===== src/rtl/ldo_regulator_pkg.sv =====
// package for the ldo regulator control block
// assumes an 8-bit special-function-register port on the system clock
package ldo_regulator_pkg;

   localparam logic [7:0] regulator_control_addr = 8'hc9;
   localparam int         disable_bit            = 7;
   localparam int         reserved_bit           = 6;
   localparam int         level_bit              = 4;
   localparam int         dropout_bit            = 0;
   localparam logic [7:0] regulator_control_rst  = 8'h50;
   localparam logic       reserved_read_value    = 1'h1;
   localparam logic       level_high             = 1'h1;
   localparam logic       level_low              = 1'h0;
   localparam int         sync_stages            = 3;

   typedef struct packed {
      logic       wr;
      logic       rd;
      logic [7:0] addr;
      logic [7:0] wdata;
   } sfr_req_s;

   typedef struct packed {
      logic       regulator_disable;
      logic       output_level_select;
   } ldo_ctrl_s;

endpackage


===== src/rtl/ldo_regulator_control.sv =====
// control and status register for the on-chip ldo regulator
// assumes a cpu sfr port on clk_sys and a raw dropout comparator level from the analog side
// interrupt enable and priority live in the interrupt controller, not here
// Functional notes
// output level select bit: 0 picks 2.1V, 1 picks 2.6V.
// bit 7 is read/write disable; 0 enabled, 1 regulator off.
// regulator enabled after any reset until software sets disable.
// dropout request asserted while input below threshold; gated outside by enable.
// dropout request is not latched; follows the live condition.
// bit 0 is read-only dropout indicator, cleared only by hardware.
// bit 6 reserved, reads one; software must write one there.
// bits 5 and 3:1 read zero; writes to them ignored.
// software disables interrupt in handler, re-enables after indicator clears.
// control register reads 0x50 after reset.

`timescale 1ns/1ns
`default_nettype none
module ldo_regulator_control
   import ldo_regulator_pkg::*;
(
   input  wire logic                         clk_sys,
   input  wire logic                         rst,
   input  wire ldo_regulator_pkg::sfr_req_s  sfr_req,
   output logic      [7:0]                   sfr_rdata,
   input  wire logic                         dropout_raw,
   output logic                              regulator_disable,
   output logic                              output_level_select,
   output logic                              dropout_irq
);
   import ldo_regulator_pkg::*;

   // every decode keys on the one register address
   function automatic logic hit(
      input sfr_req_s r
   );
      return r.addr == regulator_control_addr;
   endfunction

   // write strobe on our address
   function automatic logic write_hit(
      input sfr_req_s r
   );
      return r.wr && hit(r);
   endfunction

   // read strobe on our address
   function automatic logic read_hit(
      input sfr_req_s r
   );
      return r.rd && hit(r);
   endfunction

   // picks one bit out of the write byte
   // index comes from the package so the map lives in one place
   function automatic logic field(
      input logic [7:0] b,
      input int         idx
   );
      return b[idx];
   endfunction

   // the filter trusts a level only once two late stages hold it
   function automatic logic stage_agree(
      input logic [sync_stages-1:0] q
   );
      return q[1] == q[2];
   endfunction

   // one bit of the byte software reads; anything unnamed reads zero
   // reserved bit is a constant, so a bad software write cannot flip it
   function automatic logic view_bit(
      input int        idx,
      input ldo_ctrl_s c,
      input logic      d
   );
      logic b;

      b = 1'b0;

      case (idx)
         disable_bit: begin
            b = c.regulator_disable;
         end

         reserved_bit: begin
            b = reserved_read_value;
         end

         level_bit: begin
            b = c.output_level_select;
         end

         dropout_bit: begin
            b = d;
         end

         default: begin
            b = 1'b0;
         end
      endcase

      return b;
   endfunction

   // request decode
   logic                   wr_hit;
   logic                   rd_hit;

   // dropout path
   logic [sync_stages-1:0] sync_q;
   logic [sync_stages-1:0] sync_d;
   logic                   agree;
   logic                   drop_q;
   logic                   drop_d;

   // control byte
   ldo_ctrl_s              ctrl_q;
   ldo_ctrl_s              ctrl_d;

   // read path
   logic [7:0]             reg_view;
   logic [7:0]             rdata_q;
   logic [7:0]             rdata_d;

   // decoded once, shared by both paths
   always_comb begin
      wr_hit = write_hit(sfr_req);
      rd_hit = read_hit(sfr_req);
   end

   // comparator level is asynchronous; only stage two ever reads stage one
   for (genvar s = 0; s < sync_stages; s++) begin : g_sync
      if (s == 0) begin : g_first
         assign sync_d[s] = dropout_raw;
      end else begin : g_next
         assign sync_d[s] = sync_q[s-1];
      end

      // chain cleared on reset so no stale dropout survives it
      always_ff @(posedge clk_sys) begin
         if (rst) begin
            sync_q[s] <= 1'b0;
         end else begin
            sync_q[s] <= sync_d[s];
         end
      end
   end

   // a change counts once stages two and three agree; costs a cycle, rejects one-cycle glitches
   always_comb begin
      agree = stage_agree(sync_q);

      if (agree) begin
         drop_d = sync_q[2];
      end else begin
         drop_d = drop_q;
      end
   end

   // indicator starts clear
   always_ff @(posedge clk_sys) begin
      if (rst) begin
         drop_q <= regulator_control_rst[dropout_bit];
      end else begin
         drop_q <= drop_d;
      end
   end

   // only disable and level are stored; bits 6, 5, 3:1 and 0 of a write fall away
   always_comb begin
      if (wr_hit) begin
         ctrl_d.regulator_disable   = field(sfr_req.wdata, disable_bit);
         ctrl_d.output_level_select = field(sfr_req.wdata, level_bit);
      end else begin
         ctrl_d = ctrl_q;
      end
   end

   // enabled out of reset; software has to ask to turn it off
   always_ff @(posedge clk_sys) begin
      if (rst) begin
         ctrl_q.regulator_disable   <= regulator_control_rst[disable_bit];
         ctrl_q.output_level_select <= regulator_control_rst[level_bit];
      end else begin
         ctrl_q <= ctrl_d;
      end
   end

   // read byte built a bit at a time from the map above
   for (genvar i = 0; i < 8; i++) begin : g_view
      assign reg_view[i] = view_bit(i, ctrl_q, drop_q);
   end

   // zero when not reading, so a stale byte never lingers on the port
   always_comb begin
      if (rd_hit) begin
         rdata_d = reg_view;
      end else begin
         rdata_d = 8'h00;
      end
   end

   // one cycle of read latency, traded for a clean flop output
   always_ff @(posedge clk_sys) begin
      if (rst) begin
         rdata_q <= 8'h00;
      end else begin
         rdata_q <= rdata_d;
      end
   end

   // read data straight from its flop
   assign sfr_rdata           = rdata_q;

   // levels come from flops, so the analog side never sees a decode glitch
   assign regulator_disable   = ctrl_q.regulator_disable;
   assign output_level_select = ctrl_q.output_level_select;
   // no pending flag; the interrupt controller gates this level with its enable
   assign dropout_irq         = drop_q;

endmodule
`default_nettype wire


===== config.mk =====
export PLATFORM = sky130hd
export DESIGN_NAME = ldo_regulator_control
export DESIGN_NICKNAME = d
export VERILOG_FILES = /design/src/rtl/ldo_regulator_pkg.sv /design/src/rtl/ldo_regulator_control.sv
export SDC_FILE = /design/constraint.sdc
export NUM_CORES = 1
export LEC_CHECK = 0
export ABC_AREA = 1
export BUFFER_PORTS_ARGS = -buffer_cell sky130_fd_sc_hd__buf_4
export CORE_AREA = 2 2 39 41
export CTS_CLUSTER_DIAMETER = 120
export DETAILED_ROUTE_END_ITERATION = 8
export DIE_AREA = 0 0 41 43
export PLACE_DENSITY_LB_ADDON = 0.05
export SLEW_MARGIN = 5
export SYNTH_ARGS = -nofsm -noshare
export SYNTH_HDL_FRONTEND = slang
export SYNTH_SLANG_ARGS = --single-unit

===== constraint.sdc =====
create_clock -name clk_sys -period 0.8 [get_ports clk_sys]
set_input_delay 0.12 -clock clk_sys [delete_from_list [all_inputs] [get_ports clk_sys]]
set_output_delay 0.12 -clock clk_sys [all_outputs]
set_load 0.01 [all_outputs]

==> results by group, run 1 <==
Synthesis
  – Xor/xnor share of the synthesized area: 0%
  – Compound-Gate Fraction of Synth Area: ~2.7%
  – Post-Synth Simple-Gate Area: 31.3%
  – Multiplexer area fraction after synthesis: 0%
  – Largest family of logic cells by synthesized area: simple AND/OR/NAND/NOR gates
  – Syn Area/Cell: 7.85 um^2
  – Mapped Area: 455 um^2
  – Synth warn: 0
  – Sequential fraction of the synthesis area: around 44%
  – Synth cell types: 17
  – Flops & latches, synth: 10
  – Synth Area in Adders: 0%
  – Mapped Cells: between 50 and 60

Worst setup path
  – Crit start category: flip-flop
  – Crit-path max cell delay: roughly 0.32 ns
  – CP Capture Type: output port
  – Slowest-stage cell, CP: dfxtp_2
  – Worst path top cell family by delay: flip-flops
  – Critical-path cell list: buf_6
  – Worst EP arrival: 0.70 ns
  – Worst endpoint required time: 0.68 ns
  – Critical path peak fanout: 2
  – WP buf/inv: 1
  – CP Class: flip-flop to output port

Route
  – Post-DRT Antenna Nets: 0
  – Drt wl/cell: approximately 7.6 um
  – Vias per inst: 3.86
  – Drt initial violations: 2
  – WL final: approximately 760 um
  – Total iterations of the first detailed-routing run: 2
  – # DRC: 0
  – Vias: between 300 and 400

Run status
  – Status: finished with violations
  – Failing checks: setup timing

STA
  – Clk_skew: 0.00237 ns
  – Slew Limit Fails: 0
  – Final period utilization: 102%
  – Tmin final: 0.818 ns
  – Final hold vios: 0
  – FMAX: 1.22 GHz
  – # setup viols final: 7
  – RSZ-0062 raised after global routing: yes
  – Worst Slack Setup Final: -0.0177 ns

Placement
  – DP HPWL: ~620 um
  – I/O Buffers: 21
  – Placer congestion estimate: about 0.67
  – Dpl cells: between 90 and 100

Worst hold path
  – Hold/Removal Path Class: input port to flip-flop

Clock tree
  – Clk Latency, worst-skew pair: between 0.2 and 0.3 ns
  – H-tree Lvls: 1
  – Reg clk slew, reported paths: about 0.06 ns
  – TritonCTS clock tree: yes
  – # clock sinks: 10
  – Root Buffer: clkbuf_4
  – CTS buffer count: 3
  – Clk buf depth: 2

Floorplan
  – Chip width: about 41 um
  – Core ar.: between 1000 and 1500 um^2
  – I/O Pins: 32
  – Die Height: roughly 43 um
  – Die Footprint: ~1800 um^2
  – Starting Density: approximately a third
  – FP Rows: 14

GRT
  – Global-route usage over all layers: 11.6%
  – Grt total ovfl: 0
  – Largest net degree at the start of global routing: 7
  – Initial antenna violation count: 0
  – Vias in the first global route: approximately 370
  – First-pass GRT wire length: between 1 and 1.5 mm

Final layout
  – Final cell count without fillers: 100
  – Final #Nets: 106
  – P&R area growth vs syn: 53.3%
  – Fillers: 141
  – Antenna diodes: 0
  – Post-layout util: 50.5%
  – Share of cells above drive strength 1: ~50%

Power and ir drop
  – Design Power: between 1 and 1.5 mW
  – Leakage power: between 0.3 and 0.4 nW
  – Pwr dens: 1530 nW/um^2
  – VDD IR max: 1.03 mV

Job
  – Max Cap Viol: 0
kinds of logic after synthesis:
group / after synthesis
buffers and inverters: 18
AO/OA/AOI/OAI: 2
flip-flops: 10
AND/OR/NAND/NOR: 27
other: 1
path summary, 6_finish.rpt:
path                            start                  end  slack (ns)  depth (start not counted)
setup / recovery  output_level_select  output_level_select       -0.02                          1
hold / removal                    rst            sync_d[2]        0.05                          2
setup reg to reg          dropout_irq          dropout_irq        0.05                          3
hold reg to reg             sync_d[1]            sync_d[2]        0.40                          2
cells in the final DEF (no fill, tap or decap), drive strengths merged, types with 2 or more instances in the layout:
master,n
clkbuf,4
nor2,11
conb,4
nand2,11
nand4,3
buf,23
nand3,2
inv,12
dfxtp,10
power by group:
group | switching, mW | leakage, nW | total, mW | internal [mW]
registers | 0.00234 | 0.0827 | 0.506 | 0.504
clock network | 0.169 | 0.0210 | 0.445 | 0.276
logic | 0.0540 | 0.258 | 0.114 | 0.0595
total | 0.225 | 0.362 | 1.06 | 0.840
final cells by class:
class                   count  area (um^2)  share of cell area [%]
flip-flops and latches     10          206                    29.6
repair buffers             23          199                    28.5
multi-input cells          33          170                    24.4
inverters                  14         66.3                    9.50
clock buffers               4         36.3                    5.20
well taps                  16         20.0                    2.87
stage by stage:
| step | area (um^2) | setup TNS (ns) | hold slack (ns) | worst slack, ns |
|---|---|---|---|---|
| CTS | 696 | -0.133 | 0.0438 | -0.0308 |
| finish | 698 | -0.0600 | 0.0508 | -0.0177 |
| floorplan | 467 | 0 | 0.191 | 0.0444 |
| detailed placement | 614 | -0.0448 | 0.325 | -0.0121 |
| global route | 698 | -0.300 | 0.0364 | -0.0570 |
| global placement | 614 | -0.0474 | 0.320 | -0.0131 |
synthesized netlist by cell type, drive strengths merged:
master / count / share of area [%]
conb: 1 / 0.82
buf: 4 / 6.6
nor2: 11 / 12
bufinv: 1 / 3.8
nand3: 2 / 3.3
dfxtp: 10 / 44
nand2: 11 / 10
inv: 12 / 9.9
a211oi: 1 / 1.6
nand4: 3 / 5.5
a21oi: 1 / 1.1
clkinv: 1 / 0.82
registers in the layout, summed over array words and instances, names as in the netlist:
signal and cells:
dropout_irq 1, output_level_select 1, regulator_disable 1, sfr_rdata 4
sync_d 2, sync_q 1
layer usage:
metal | share of wire [%] | routed length, um | GRT usage, % | vias to the layer above
li1 | - | - | - | 213
met1 | 42 | 319 | 13.2 | 161
met2 | 50 | 377 | 16.9 | 12
met3 | 7.7 | 58 | 9.42 | 0
met4 | 0 | 0 | 2.00 | 0
met5 | 0 | 0 | 0 | -
what timing repair did:
action,in CTS,in global routing
gates cloned,0,0
hold buffers,0,0
resized for setup,10,2
buffers inserted,2,0
setup endpoints to repair,7,7
(Power assumes the default switching activity.)
==> inputs of run 2 (changes only) <==
--- a/config.mk
+++ b/config.mk
@@ -8,3 +8,3 @@
 export ABC_AREA = 1
-export BUFFER_PORTS_ARGS = -buffer_cell sky130_fd_sc_hd__buf_4
+export BUFFER_PORTS_ARGS = -buffer_cell sky130_fd_sc_hd__clkbuf_2
 export CORE_AREA = 2 2 39 41
--- a/constraint.sdc
+++ b/constraint.sdc
@@ -3,2 +3,2 @@
 set_output_delay 0.12 -clock clk_sys [all_outputs]
-set_load 0.01 [all_outputs]
+set_load 0.1 [all_outputs]
==> run 2 against run 1 <==
The run still ends with setup timing left; clock power about the same; global-route usage about the same; clock skew fell by 0.00088 ns; largest power group unchanged; highest routed layer is now met4.
==> results by group, run 2 (same netlist as run 1, synthesis figures left out) <==
STA
  – Final hold vios: 0 (unchanged)
  – FMAX: 1.10 GHz (was 1.22 GHz)
  – # setup viols final: 7 (unchanged)
  – Clk_skew: 0.00149 ns (was 0.00237 ns)
  – Final period utilization: 113% (was 102%)
  – Tmin final: 0.906 ns (was 0.818 ns)
  – Worst Slack Setup Final: -0.106 ns (was -0.0177 ns)
  – RSZ-0062 raised after global routing: yes (unchanged)
  – Slew Limit Fails: 0 (unchanged)

Worst hold path
  – Hold Path Depth: 3 (was 2)
  – Hold/Removal Path Class: input port to flip-flop (unchanged)

Route
  – Post-DRT Antenna Nets: 0 (unchanged)
  – # DRC: 0 (unchanged)
  – WL final: 756 um (unchanged)
  – Drt initial violations: 2 (unchanged)
  – Drt wl/cell: 7.49 um (was 7.56 um)
  – Total iterations of the first detailed-routing run: 4 (was 2)
  – Vias: 399 (was 386)
  – Vias per inst: 3.95 (was 3.86)

Placement
  – Dpl cells: 94 (unchanged)
  – DP HPWL: 615 um (was 619 um)
  – I/O Buffers: 21 (unchanged)
  – Placer congestion estimate: 0.688 (was 0.669)
  – DP Worst Slack: 0.0139 ns (was -0.0121 ns)

Power and ir drop
  – Leakage power: 0.374 nW (was 0.362 nW)
  – Pwr dens: 1500 nW/um^2 (was 1530 nW/um^2)
  – VDD IR max: 0.862 mV (was 1.03 mV)

GRT
  – Initial antenna violation count: 0 (unchanged)
  – Largest net degree at the start of global routing: 7 (unchanged)
  – Grt total ovfl: 0 (unchanged)
  – Vias in the first global route: 354 (was 368)
  – First-pass GRT wire length: 1.31 mm (was 1.34 mm)
  – Global-route usage over all layers: 11.6% (about the same)

Final layout
  – Fillers: 128 (was 141)
  – Largest register FFs: 4 (unchanged)
  – Most common cell after layout, fill and taps aside: clkbuf_2 (was buf_4)
  – Antenna diodes: 0 (unchanged)
  – P&R area growth vs syn: 63.5% (was 53.3%)
  – Share of cells above drive strength 1: 56.5% (was 50.0%)
  – Final #Nets: 107 (was 106)
  – Commonest cells after routing, fill and taps aside: clkbuf_2, nor2_1, nand2_1, inv_1, buf_12 (was buf_4, inv_1, nor2_1, nand2_1, buf_6)
  – Final cell count without fillers: 101 (was 100)

Worst setup path
  – WP buf/inv: 1 (unchanged)
  – Worst EP arrival: 0.79 ns (was 0.70 ns)
  – Worst endpoint required time: 0.68 ns (about the same)
  – CP Capture Type: output port (unchanged)
  – Critical-path cell list: buf_12 (was buf_6)
  – Critical path peak fanout: 2 (unchanged)
  – WP depth: 1 (unchanged)
  – Slowest-stage cell, CP: dfxtp_4 (was dfxtp_2)
  – Crit start category: flip-flop (unchanged)
  – CP Class: flip-flop to output port (unchanged)
  – Crit-path max cell delay: 0.36 ns (was 0.32 ns)
  – R2r worst-path depth: 3 (unchanged)
  – Worst path top cell family by delay: flip-flops (unchanged)

Job
  – Max Cap Viol: 0 (unchanged)

Clock tree
  – CTS buffer count: 3 (unchanged)
  – # clock sinks: 10 (unchanged)
  – Clk Latency, worst-skew pair: 0.26 ns (about the same)
  – Clk buf depth: 2 (unchanged)
  – Root Buffer: clkbuf_4 (unchanged)
  – CTS resizes: 0 (was 10)
  – TritonCTS clock tree: yes (unchanged)
  – H-tree Lvls: 1 (unchanged)
  – Reg clk slew, reported paths: 0.07 ns (was 0.06 ns)

Floorplan
  – FP Rows: 14 (unchanged)
  – I/O Pins: 32 (unchanged)
  – Starting Density: 32.9% (unchanged)
  – Core ar.: 1380 um^2 (unchanged)
  – Die Footprint: 1760 um^2 (unchanged)
  – Chip width: 41 um (unchanged)
  – Die Height: 43 um (unchanged)

Run status
  – Status: finished with violations (unchanged)
  – Failing checks: setup timing (unchanged)
run 2: changes by cell type in the layout (fill, tap and decap cells not counted), sizes merged:
cell,previous run,this run
inv,12,13
buf,23,10
bufinv,1,0
clkbuf,4,18
run 2: per-layer routing:
layer | GRT usage, % | vias up | share of wire, %
met3 | 3.14 | 2 | 4.8
met5 | 0 | - | 0
met2 | 17.2 | 9 | 51
met1 | 12.8 | 171 | 43
li1 | - | 217 | -
met4 | 10.0 | 0 | 1.2
run 2: layout make-up:
cell class | count | area [um^2] | area share [%]
well taps | 16 | 20.0 | 2.69
clock buffers | 4 | 36.3 | 4.87
repair buffers | 24 | 233 | 31.3
flip-flops and latches | 10 | 216 | 29.1
inverters | 14 | 60.1 | 8.07
multi-input cells | 33 | 179 | 24.0
run 2: path summary, 6_finish.rpt:
kind / startpoint / to / slack (ns)
setup / recovery: dropout_irq / dropout_irq / -0.11
hold / removal: dropout_raw / sync_d[1] / 0.04
setup reg to reg: dropout_irq / dropout_irq / 0.03
hold reg to reg: sync_d[1] / sync_d[2] / 0.41
run 2: report_power, final:
group          switching, mW  internal, mW
Combinational          0.132        0.0418
Sequential           0.00309         0.494
Clock                  0.168         0.276
run 2: through the flow:
step / area [um^2] / hold WS, ns / util, % / setup TNS, ns / total power [mW]
2_1_floorplan: 485 / 0.184 / - / -0.0315 / 0.648
3_3_place_gp: 686 / 0.318 / 49.5 / 0 / 0.681
3_5_place_dp: 686 / 0.319 / 49.5 / 0 / 0.682
5_1_grt: 744 / 0.0351 / 53.8 / -0.892 / 1.18
6_report: 744 / 0.0434 / 53.8 / -0.656 / 1.11
4_1_cts: 744 / 0.0332 / 53.8 / -0.763 / 1.14
run 2: what timing repair did:
item | 4_1_cts | 5_1_grt
setup buffers | 3 | 0
hold buffers | 0 | 0
endpoints found under the setup margin | 7 | 7
